<file path="config.mk">
export PLATFORM = sky130hd
export DESIGN_NAME = i2ct_target
export DESIGN_NICKNAME = d
export VERILOG_FILES = /design/src/i2ct_pkg.sv /design/src/i2ct_target.sv
export SDC_FILE = /design/constraint.sdc
export NUM_CORES = 1
export LEC_CHECK = 0
export ABC_CLOCK_PERIOD_IN_PS = 3100
export BUFFER_PORTS_ARGS = -buffer_cell sky130_fd_sc_hd__buf_2
export CAP_MARGIN = 10
export CORE_MARGIN = 3
export CORE_UTILIZATION = 56
export CTS_BUF_LIST = sky130_fd_sc_hd__clkbuf_16
export CTS_CLUSTER_SIZE = 28
export DETAILED_ROUTE_END_ITERATION = 12
export GPL_TIMING_DRIVEN = 0
export PLACE_DENSITY = 0.76
export SYNTH_ARGS = -nofsm -noshare
export SYNTH_HDL_FRONTEND = slang
export SYNTH_SLANG_ARGS = --single-unit
export TNS_END_PERCENT = 5
</file>
<file path="constraint.sdc">
create_clock -name clk -period 3.1 [get_ports clk]
set_input_delay 0.31 -clock clk [delete_from_list [all_inputs] [get_ports clk]]
set_output_delay 0.31 -clock clk [all_outputs]
set_load 0.01 [all_outputs]
</file>
<file path="src/i2ct_pkg.sv">
package i2ct_pkg;

    // ==========================================================
    // Bus and register map
    localparam int          AW        = 18;
    localparam int          NREG      = 7;
    localparam logic [15:0] IDX_TX    = 16'h4360;
    localparam logic [15:0] IDX_RX    = 16'h4362;
    localparam logic [15:0] IDX_ADR   = 16'h4364;
    localparam logic [15:0] IDX_CTL   = 16'h4366;
    localparam logic [15:0] IDX_EVT   = 16'h4368;
    localparam logic [15:0] IDX_ACC   = 16'h436a;
    localparam logic [15:0] IDX_IEN   = 16'h436c;
    localparam logic [15:0] REG_IDX [NREG] = '{IDX_TX, IDX_RX, IDX_ADR, IDX_CTL,
                                                IDX_EVT, IDX_ACC, IDX_IEN};
    localparam logic [2:0]  SEL_TX    = 3'h0;
    localparam logic [2:0]  SEL_RX    = 3'h1;
    localparam logic [2:0]  SEL_ADR   = 3'h2;
    localparam logic [2:0]  SEL_CTL   = 3'h3;
    localparam logic [2:0]  SEL_EVT   = 3'h4;
    localparam logic [2:0]  SEL_ACC   = 3'h5;
    localparam logic [2:0]  SEL_IEN   = 3'h6;
    localparam logic [2:0]  SEL_NONE  = 3'h7;
    localparam logic [1:0]  RESP_OKAY = 2'h0;
    localparam logic [1:0]  RESP_SLV  = 2'h2;

    // ==========================================================
    // Field positions
    localparam int CTL_TXCLR = 8;
    localparam int CTL_EN    = 7;
    localparam int CTL_SRST  = 6;
    localparam int CTL_NAK   = 5;
    localparam int CTL_BUS_RELEASE_REQUEST = 4;
    localparam int CTL_STR   = 3;
    localparam int CTL_NF    = 2;
    localparam int CTL_ASYNC = 1;
    localparam int CTL_ACT   = 0;
    localparam int EVT_BUS_STATE_CHANGED = 7;
    localparam int EVT_XFLOW = 5;
    localparam int EVT_BFR   = 4;
    localparam int EVT_DMS   = 3;
    localparam int EVT_SLEEP_ADDR_HIT = 2;
    localparam int EVT_NAK   = 1;
    localparam int EVT_STOP  = 0;
    localparam int IEN_BUS_STATE_CHANGED = 2;
    localparam int IEN_RX    = 1;
    localparam int IEN_TX    = 0;
    localparam logic [7:0] EVT_W1C = 8'h3f;
    localparam logic [7:0] ZERO8   = 8'h00;

    // ==========================================================
    // Timing
    localparam int CLK_NS       = 5;
    localparam int BUS_FREE_NS  = 25000;
    localparam int BUS_FREE_CYC = BUS_FREE_NS / CLK_NS;

    typedef enum logic [2:0] {
        PH_IDLE, PH_ADDR, PH_ACK, PH_RX, PH_TX, PH_MACK, PH_HOLD, PH_SKIP
    } i2ct_phase_e;

    typedef struct packed {
        logic scl;
        logic sda;
    } i2ct_pin_in_s;

    typedef struct packed {
        logic scl;
        logic scl_oe_n;
        logic sda;
        logic sda_oe_n;
    } i2ct_pin_out_s;

    function automatic logic [AW-1:0] idx_addr(input logic [15:0] idx);
        return {idx, 2'b00};
    endfunction

endpackage

</file>
<file path="src/i2ct_target.sv">
`timescale 1ns/1ps
`default_nettype none

module i2ct_target #(
    parameter int BUS_FREE_CYCLES = i2ct_pkg::BUS_FREE_CYC
) (
    // Clock and reset
    input  wire logic                      clk,
    input  wire logic                      resetn,
    // AXI4-Lite write
    input  wire logic [i2ct_pkg::AW-1:0]   awaddr,
    input  wire logic                      awvalid,
    output logic                           awready,
    input  wire logic [31:0]               wdata,
    input  wire logic [3:0]                wstrb,
    input  wire logic                      wvalid,
    output logic                           wready,
    output logic [1:0]                     bresp,
    output logic                           bvalid,
    input  wire logic                      bready,
    // AXI4-Lite read
    input  wire logic [i2ct_pkg::AW-1:0]   araddr,
    input  wire logic                      arvalid,
    output logic                           arready,
    output logic [31:0]                    rdata,
    output logic [1:0]                     rresp,
    output logic                           rvalid,
    input  wire logic                      rready,
    // Serial bus pins
    input  wire i2ct_pkg::i2ct_pin_in_s    pin_in,
    output i2ct_pkg::i2ct_pin_out_s        pin_out,
    // Interrupt
    output logic                           irq
);

    typedef struct packed {
        logic [1:0]           scl_m;
        logic [1:0]           sda_m;
        logic [2:0]           scl_h;
        logic [2:0]           sda_h;
        logic                 scl_f;
        logic                 sda_f;
        i2ct_pkg::i2ct_phase_e ph;
        logic [3:0]           bitn;
        logic [7:0]           shift;
        logic                 drive;
        logic                 hold;
        logic                 dir;
        logic                 sel;
        logic                 busy;
        logic [15:0]          low_cnt;
        logic [7:0]           tx;
        logic [7:0]           rx;
        logic [6:0]           adr;
        logic [8:0]           ctl;
        logic [7:0]           evt;
        logic                 rx_ready;
        logic                 tx_empty;
        logic [2:0]           ien;
        logic                 irq;
        logic                 aw_ok;
        logic                 w_ok;
        logic [i2ct_pkg::AW-1:0] awa;
        logic [15:0]          wd;
        logic [1:0]           ws;
        logic                 bvalid;
        logic [1:0]           bresp;
        logic                 rvalid;
        logic [15:0]          rdata;
        logic [1:0]           rresp;
    } i2ct_state_s;

    i2ct_state_s s;
    i2ct_state_s next_s;

    logic        scl_now;
    logic        sda_now;
    logic        rise;
    logic        fall;
    logic        start_ev;
    logic        stop_ev;
    logic        need;
    logic [2:0]  wsel;
    logic [2:0]  rsel;
    logic [15:0] lm;
    logic [7:0]  nb;

    function automatic logic maj3(input logic [2:0] v);
        return (v[0] & v[1]) | (v[0] & v[2]) | (v[1] & v[2]);
    endfunction

    function automatic logic [2:0] reg_sel(input logic [i2ct_pkg::AW-1:0] a);
        logic [2:0] r;
        r = i2ct_pkg::SEL_NONE;
        for (int i = 0; i < i2ct_pkg::NREG; i++) begin
            if (a == i2ct_pkg::idx_addr(i2ct_pkg::REG_IDX[i])) begin
                r = 3'(i);
            end
        end
        return r;
    endfunction

    // ==========================================================
    // Bus handshakes
    assign awready = !s.aw_ok && !s.bvalid;
    assign wready  = !s.w_ok && !s.bvalid;
    assign arready = !s.rvalid;
    assign bvalid  = s.bvalid;
    assign bresp   = s.bresp;
    assign rvalid  = s.rvalid;
    assign rresp   = s.rresp;
    assign rdata   = {16'h0000, s.rdata};
    assign irq     = s.irq;
    assign pin_out = '{scl: 1'b0, scl_oe_n: !s.hold, sda: 1'b0, sda_oe_n: !s.drive};

    always_comb begin
        next_s = s;
        next_s.scl_m = {s.scl_m[0], pin_in.scl};
        next_s.sda_m = {s.sda_m[0], pin_in.sda};
        next_s.scl_h = {s.scl_h[1:0], s.scl_m[1]};
        next_s.sda_h = {s.sda_h[1:0], s.sda_m[1]};
        scl_now  = s.ctl[i2ct_pkg::CTL_NF] ? maj3(s.scl_h) : s.scl_h[0];
        sda_now  = s.ctl[i2ct_pkg::CTL_NF] ? maj3(s.sda_h) : s.sda_h[0];
        next_s.scl_f = scl_now;
        next_s.sda_f = sda_now;
        rise     = scl_now && !s.scl_f;
        fall     = !scl_now && s.scl_f;
        start_ev = s.scl_f && scl_now && s.sda_f && !sda_now;
        stop_ev  = s.scl_f && scl_now && !s.sda_f && sda_now;
        need     = s.dir ? s.tx_empty : s.rx_ready;
        nb       = {s.shift[6:0], sda_now};
        wsel     = reg_sel(s.awa);
        rsel     = reg_sel(araddr);
        lm       = {{8{s.ws[1]}}, {8{s.ws[0]}}};

        // ======================================================
        // Register writes
        if (awvalid && awready) begin
            next_s.aw_ok = 1'b1;
            next_s.awa   = awaddr;
        end
        if (wvalid && wready) begin
            next_s.w_ok = 1'b1;
            next_s.wd   = wdata[15:0];
            next_s.ws   = wstrb[1:0];
        end
        if (s.bvalid && bready) begin
            next_s.bvalid = 1'b0;
        end
        if (s.aw_ok && s.w_ok && !s.bvalid) begin
            next_s.aw_ok  = 1'b0;
            next_s.w_ok   = 1'b0;
            next_s.bvalid = 1'b1;
            next_s.bresp  = (wsel == i2ct_pkg::SEL_NONE) ? i2ct_pkg::RESP_SLV
                                                        : i2ct_pkg::RESP_OKAY;
            case (wsel)
                i2ct_pkg::SEL_TX: begin
                    if (s.ws[0]) begin
                        next_s.tx    = s.wd[7:0];
                        next_s.tx_empty = 1'b0;
                    end
                end
                i2ct_pkg::SEL_ADR: begin
                    if (s.ws[0]) begin
                        next_s.adr = s.wd[6:0];
                    end
                end
                i2ct_pkg::SEL_CTL: begin
                    next_s.ctl = 9'((s.ctl & ~lm[8:0]) | (s.wd[8:0] & lm[8:0]));
                end
                i2ct_pkg::SEL_EVT: begin
                    next_s.evt = s.evt & ~(s.wd[7:0] & lm[7:0] & i2ct_pkg::EVT_W1C);
                end
                i2ct_pkg::SEL_IEN: begin
                    if (s.ws[0]) begin
                        next_s.ien = s.wd[2:0];
                    end
                end
                default: begin
                end
            endcase
        end

        // ======================================================
        // Register reads
        if (s.rvalid && rready) begin
            next_s.rvalid = 1'b0;
        end
        if (arvalid && arready) begin
            next_s.rvalid = 1'b1;
            next_s.rresp  = (rsel == i2ct_pkg::SEL_NONE) ? i2ct_pkg::RESP_SLV
                                                        : i2ct_pkg::RESP_OKAY;
            case (rsel)
                i2ct_pkg::SEL_TX:  next_s.rdata = {i2ct_pkg::ZERO8, s.tx};
                // received byte; read releases receive ready
                i2ct_pkg::SEL_RX: begin
                    next_s.rdata = {i2ct_pkg::ZERO8, s.rx};
                    next_s.rx_ready = 1'b0;
                end
                i2ct_pkg::SEL_ADR: next_s.rdata = {9'h000, s.adr};
                i2ct_pkg::SEL_CTL: next_s.rdata = {7'h00, s.ctl};
                // Transition flag is read-only, so a read consumes it
                i2ct_pkg::SEL_EVT: begin
                    next_s.rdata = {i2ct_pkg::ZERO8, s.evt};
                    next_s.evt[i2ct_pkg::EVT_BUS_STATE_CHANGED] = 1'b0;
                end
                i2ct_pkg::SEL_ACC: next_s.rdata = {11'h000, s.rx_ready, s.tx_empty,
                                                    s.busy, s.sel, s.dir};
                i2ct_pkg::SEL_IEN: next_s.rdata = {13'h0000, s.ien};
                default:           next_s.rdata = 16'h0000;
            endcase
        end

        // ======================================================
        // Serial engine, after register writes so events win
        if (start_ev) begin
            next_s.busy  = 1'b1;
            next_s.ph    = i2ct_pkg::PH_ADDR;
            next_s.bitn  = 4'h0;
            next_s.sel   = 1'b0;
            next_s.drive = 1'b0;
            next_s.hold  = 1'b0;
        end else if (stop_ev) begin
            next_s.busy  = 1'b0;
            next_s.ph    = i2ct_pkg::PH_IDLE;
            next_s.sel   = 1'b0;
            next_s.drive = 1'b0;
            next_s.hold  = 1'b0;
            if (s.sel) begin
                next_s.evt[i2ct_pkg::EVT_STOP] = 1'b1;
            end
        end else begin
            case (s.ph)
                i2ct_pkg::PH_ADDR: begin
                    if (rise) begin
                        next_s.shift = nb;
                        next_s.bitn  = s.bitn + 4'h1;
                        if (s.bitn == 4'h7) begin
                            next_s.ph = i2ct_pkg::PH_SKIP;
                            if (nb[7:1] == s.adr) begin
                                if (s.ctl[i2ct_pkg::CTL_ACT]) begin
                                    next_s.sel = 1'b1;
                                    next_s.dir = nb[0];
                                    next_s.ph  = i2ct_pkg::PH_ACK;
                                end else if (s.ctl[i2ct_pkg::CTL_ASYNC]) begin
                                    next_s.evt[i2ct_pkg::EVT_SLEEP_ADDR_HIT] = 1'b1;
                                end
                            end
                        end
                    end
                end
                i2ct_pkg::PH_ACK: begin
                    if (fall && !s.drive && s.bitn != 4'h0) begin
                        next_s.drive = !s.ctl[i2ct_pkg::CTL_NAK];
                        next_s.bitn  = 4'h0;
                    end else if (fall) begin
                        next_s.drive = 1'b0;
                        next_s.ph    = s.ctl[i2ct_pkg::CTL_NAK] ? i2ct_pkg::PH_SKIP
                                                                : i2ct_pkg::PH_HOLD;
                    end
                end
                i2ct_pkg::PH_HOLD: begin
                    if (s.ctl[i2ct_pkg::CTL_STR] && need) begin
                        next_s.hold = 1'b1;
                    end else begin
                        next_s.hold = 1'b0;
                        next_s.bitn = 4'h0;
                        if (s.dir) begin
                            // underflow when nothing new was written
                            if (s.tx_empty) begin
                                next_s.evt[i2ct_pkg::EVT_XFLOW] = 1'b1;
                            end
                            next_s.shift = s.tx;
                            next_s.tx_empty = 1'b1;
                            next_s.drive = !s.tx[7];
                            next_s.ph    = i2ct_pkg::PH_TX;
                        end else begin
                            next_s.ph = i2ct_pkg::PH_RX;
                        end
                    end
                end
                i2ct_pkg::PH_RX: begin
                    if (rise) begin
                        next_s.shift = nb;
                        next_s.bitn  = s.bitn + 4'h1;
                        if (s.bitn == 4'h7) begin
                            if (s.rx_ready) begin
                                next_s.evt[i2ct_pkg::EVT_XFLOW] = 1'b1;
                            end
                            next_s.rx    = nb;
                            next_s.rx_ready = 1'b1;
                            next_s.ph    = i2ct_pkg::PH_ACK;
                        end
                    end
                end
                i2ct_pkg::PH_TX: begin
                    if (rise) begin
                        next_s.bitn = s.bitn + 4'h1;
                        if (!s.drive && !sda_now) begin
                            next_s.evt[i2ct_pkg::EVT_DMS] = 1'b1;
                        end
                    end else if (fall && s.bitn == 4'h8) begin
                        next_s.drive = 1'b0;
                        next_s.ph    = i2ct_pkg::PH_MACK;
                    end else if (fall) begin
                        next_s.shift = {s.shift[6:0], 1'b0};
                        next_s.drive = !s.shift[6];
                    end
                end
                i2ct_pkg::PH_MACK: begin
                    if (rise) begin
                        next_s.evt[i2ct_pkg::EVT_NAK] = sda_now;
                        if (sda_now) begin
                            next_s.ph = i2ct_pkg::PH_SKIP;
                        end
                    end else if (fall) begin
                        next_s.ph = i2ct_pkg::PH_HOLD;
                    end
                end
                default: begin
                end
            endcase
        end

        // bus-free request after the clock sits low too long
        if (s.ctl[i2ct_pkg::CTL_BUS_RELEASE_REQUEST] && s.busy && !scl_now) begin
            next_s.low_cnt = s.low_cnt + 16'h0001;
            if (s.low_cnt == 16'(BUS_FREE_CYCLES - 1)) begin
                next_s.evt[i2ct_pkg::EVT_BFR] = 1'b1;
                next_s.busy    = 1'b0;
                next_s.sel     = 1'b0;
                next_s.drive   = 1'b0;
                next_s.hold    = 1'b0;
                next_s.ph      = i2ct_pkg::PH_IDLE;
                next_s.low_cnt = 16'h0000;
            end
        end else begin
            next_s.low_cnt = 16'h0000;
        end

        // disabled or soft reset releases the lines
        if (!s.ctl[i2ct_pkg::CTL_EN] || s.ctl[i2ct_pkg::CTL_SRST]) begin
            next_s.ph    = i2ct_pkg::PH_IDLE;
            next_s.drive = 1'b0;
            next_s.hold  = 1'b0;
            next_s.sel   = 1'b0;
            next_s.dir   = 1'b0;
        end
        if (s.ctl[i2ct_pkg::CTL_SRST]) begin
            next_s.busy  = 1'b0;
            next_s.rx_ready = 1'b0;
            next_s.tx_empty = 1'b0;
            next_s.evt   = i2ct_pkg::ZERO8;
        end
        if (next_s.busy != s.busy) begin
            next_s.evt[i2ct_pkg::EVT_BUS_STATE_CHANGED] = 1'b1;
        end
        if (s.ctl[i2ct_pkg::CTL_TXCLR]) begin
            next_s.tx = i2ct_pkg::ZERO8;
        end
        next_s.irq = |({s.evt[i2ct_pkg::EVT_BUS_STATE_CHANGED], s.rx_ready, s.tx_empty} & s.ien);
    end

    always_ff @(posedge clk or negedge resetn) begin
        if (!resetn) begin
            s     <= '0;
            s.scl_m <= 2'h3;
            s.sda_m <= 2'h3;
            s.scl_h <= 3'h7;
            s.sda_h <= 3'h7;
            s.scl_f <= 1'b1;
            s.sda_f <= 1'b1;
        end else begin
            s <= next_s;
        end
    end
endmodule // i2ct_target
`default_nettype wire

</file>
==> flow_summary_export.csv <==
group,metric,value,unit
logic_synthesis,synthDistinctLibCells,70,
critical_path,cp.arrival,3.19,ns
critical_path,required,3.39,ns
cells_and_area,drive_above_1_share,30.0,%
timing,setup_ws,0.210,ns
logic_synthesis,synth_most_common_cell,"dfrtp_1",
clock_network,cts_setup_buffers,0,
routing,vias,5337,
critical_path,r2r_cells,7,
worst_hold_path,hold_start,"bready",
routing,drt-initial-drc-count,318,
critical_path,r2r_slack,0.21,ns
clock_network,root_buffer,"clkbuf_16",
power,ir_worst_vdd,0.685,mV
clock_network,htreeDepth,4,
cells_and_area,antenna_cells,0,
timing,drv_slew,0,
worst_hold_path,hp-class,"input pin to flop",
job,drv_cap,0,
power,total_power,0.00483,W
placed_design,dp_hpwl,12300,µm
timing,setup_viol,0,
timing,clock-skew-final,0.0165,ns
power,power_density,588,nW/µm²
critical_path,path_class,"flop to flop",
timing,fin_crit_sh,93.2,%
cells_and_area,nNetsFinal,844,
global_routing,first_global_vias,5141,
critical_path,cp_max_fo,10,
routing,drc,0,
global_routing,grt_antenna_before_repair,0,
clock_network,clock_path_buffers,2,
logic_synthesis,ys.flop_type,"dfrtp_1",
clock_network,clk_latency,0.42,ns
die,rows,39,
logic_synthesis,yosys-top-cells-area,"dfrtp_1 45%, mux2_2 11%, dfstp_2 4.6%, buf_4 4.1%, nor2_1 3.3%",
critical_path,critPathLaunchType,"flop",
global_routing,grt_usage,25.7,%
clock_network,cts_tree,"done",
die,die_area,13700,µm²
critical_path,worstSetupEndpointType,"flop",
timing,fmax,0.346,GHz
critical_path,crit_start,"s[76]",
clock_network,path_clk_slew,0.06,ns
critical_path,r2r-start,"s[76]",
placed_design,post-place-ws,0.255,ns
logic_synthesis,syn_inst,637,
logic_synthesis,yosysTopAreaCellShare,44.8,%
placed_design,port_buffers,74,
die,die_w,117,µm
logic_synthesis,seq_area_frac_synth,49.4,%
routing,drtAntennaViolNets,0,
routing,drt_pass1_iterations,6,
logic_synthesis,yosysWarnings,0,
clock_network,cts_buffers,17,
die,core-area,11800,µm²
status,status,"finished clean",
cells_and_area,register_area,3420,µm²
logic_synthesis,synthTopCellsByCount,"124 x dfrtp_1, 66 x mux2_2, 60 x nor2_1, 38 x buf_4, 30 x nand2_1",
die,ios,127,
logic_synthesis,syn-cell-area,6920,µm²
routing,routed_wl,17000,µm
routing,viasPerCell,5.70,
clock_network,postCtsHoldBufs,3,
logic_synthesis,ys_seq_elements,136,
global_routing,grt_max_degree,100,
routing,avgRoutedWirePerCell,18.1,µm
logic_synthesis,async_reset_ff_share,100,%
cells_and_area,fillers,867,
logic_synthesis,synth-edff-count,0,
logic_synthesis,yosysTopAreaCell,"dfrtp_1",
logic_synthesis,avgSynthCellArea,10.9,µm²
power,leakagePower,3.79,nW
critical_path,cp-endpoint,"nb[5]",
timing,tightest_slew,0.794,ns
cells_and_area,area_delta_synth_final,18.8,%
timing,max_slew_margin,46.7,%
global_routing,grt_pass1_wl,26500,µm
cells_and_area,multi_input_area,3150,µm²
die,die_h,117,µm
global_routing,grt_overflow,0,
clock_network,ctsResizeCount,0,
placed_design,gp_congestion,0.904,
critical_path,r2r_end,"nb[5]",
timing,rsz0062_at_grt,"false",
timing,hold_viol,0,
timing,post-route-min-period,2.89,ns
die,initial_core_util,58.8,%
clock_network,cts_num_sinks,136,
==> worst min path at each step <==
stage | end | slack [ns] | cells after the start
after floorplan | bresp[1] | 0.01 | 0
after global placement | next_s[144] | 0.35 | 0
after detailed placement | s[126] | 0.23 | 1
after CTS | bvalid | 0.07 | 2
after global routing | bvalid | 0.1 | 2
final | bvalid | 0.07 | 2
==> cell families after synthesis <==
logic type      share of synthesized area, %
simple gates                            15.2
fa+ha+maj                              0.542
flops                                   49.4
mux                                     14.1
other cells                           0.0542
buf+inv                                 6.51
compound gates                          11.6
xor+xnor                                2.66
==> final cells by class <==
type | instances | area share, %
Inverter | 20 | 0.913
Buffer | 62 | 4.57
Multi-Input combinational cell | 445 | 38.3
Clock buffer | 17 | 5.18
Sequential cell | 136 | 41.6
Clock inverter | 15 | 1.66
Timing Repair Buffer | 78 | 5.28
Tap cell | 164 | 2.50
==> flip-flops by register name (all words and copies together) (netlist names) <==
| name | flops |
|---|---|
| rvalid | 1 |
| irq | 1 |
| nb | 7 |
| rresp | 1 |
| bresp | 1 |
| s | 105 |
| bvalid | 1 |
| rdata | 9 |
| next_s | 8 |
| lm | 2 |
==> per-layer routing <==
metal,wire (µm),global-route usage [%],vias to the layer above
met5,0,0,-
li1,-,-,2502
met4,434,10.3,0
met2,8010,41.5,198
met1,7350,33.4,2604
met3,1180,6.48,33
==> per-stage QoR <==
stage	instances	cell area (µm²)	utilization (%)	hold WS, ns	setup TNS, ns
after floorplan	663	7020	-	0.0144	0
after global placement	901	7590	64.6	0.345	-3.37
after detailed placement	902	7630	64.9	0.232	0
after CTS	937	8220	69.9	0.0654	0
after global routing	937	8220	69.9	0.0993	0
final	937	8220	69.9	0.0711	0
==> critical path, cell delays in order, from the launching register on <==
cell,delay [ns]
dfrtp_1,0.47
a21o_1,0.19
a22o_1,0.21
clkbuf_1,0.27
xnor2_1,0.37
nor2_1,0.18
nor4_4,0.66
mux2_2,0.41
==> power by group <==
part           internal (W)  switching (W)
sequential          0.00202       0.000216
combinational      0.000353       0.000321
clock               0.00117       0.000748
total               0.00354        0.00129
==> placed cells by master (no fill, tap or decap), types with 9 or more instances in the layout <==
cell type	count
inv_1	20
nor2_1	60
a21oi_1	19
mux2_2	66
nand2_1	30
nand3_1	19
dfrtp_1	124
conb_1	27
nor2b_1	10
buf_2	73
a22oi_1	12
xor2_1	12
clkbuf_1	22
o21ai_0	15
a22o_1	14
nand2b_1	11
xnor2_1	9
mux2i_1	13
dfstp_2	12
buf_4	38
clkbuf_16	17
Note: power is estimated with default switching activity, not from simulation.
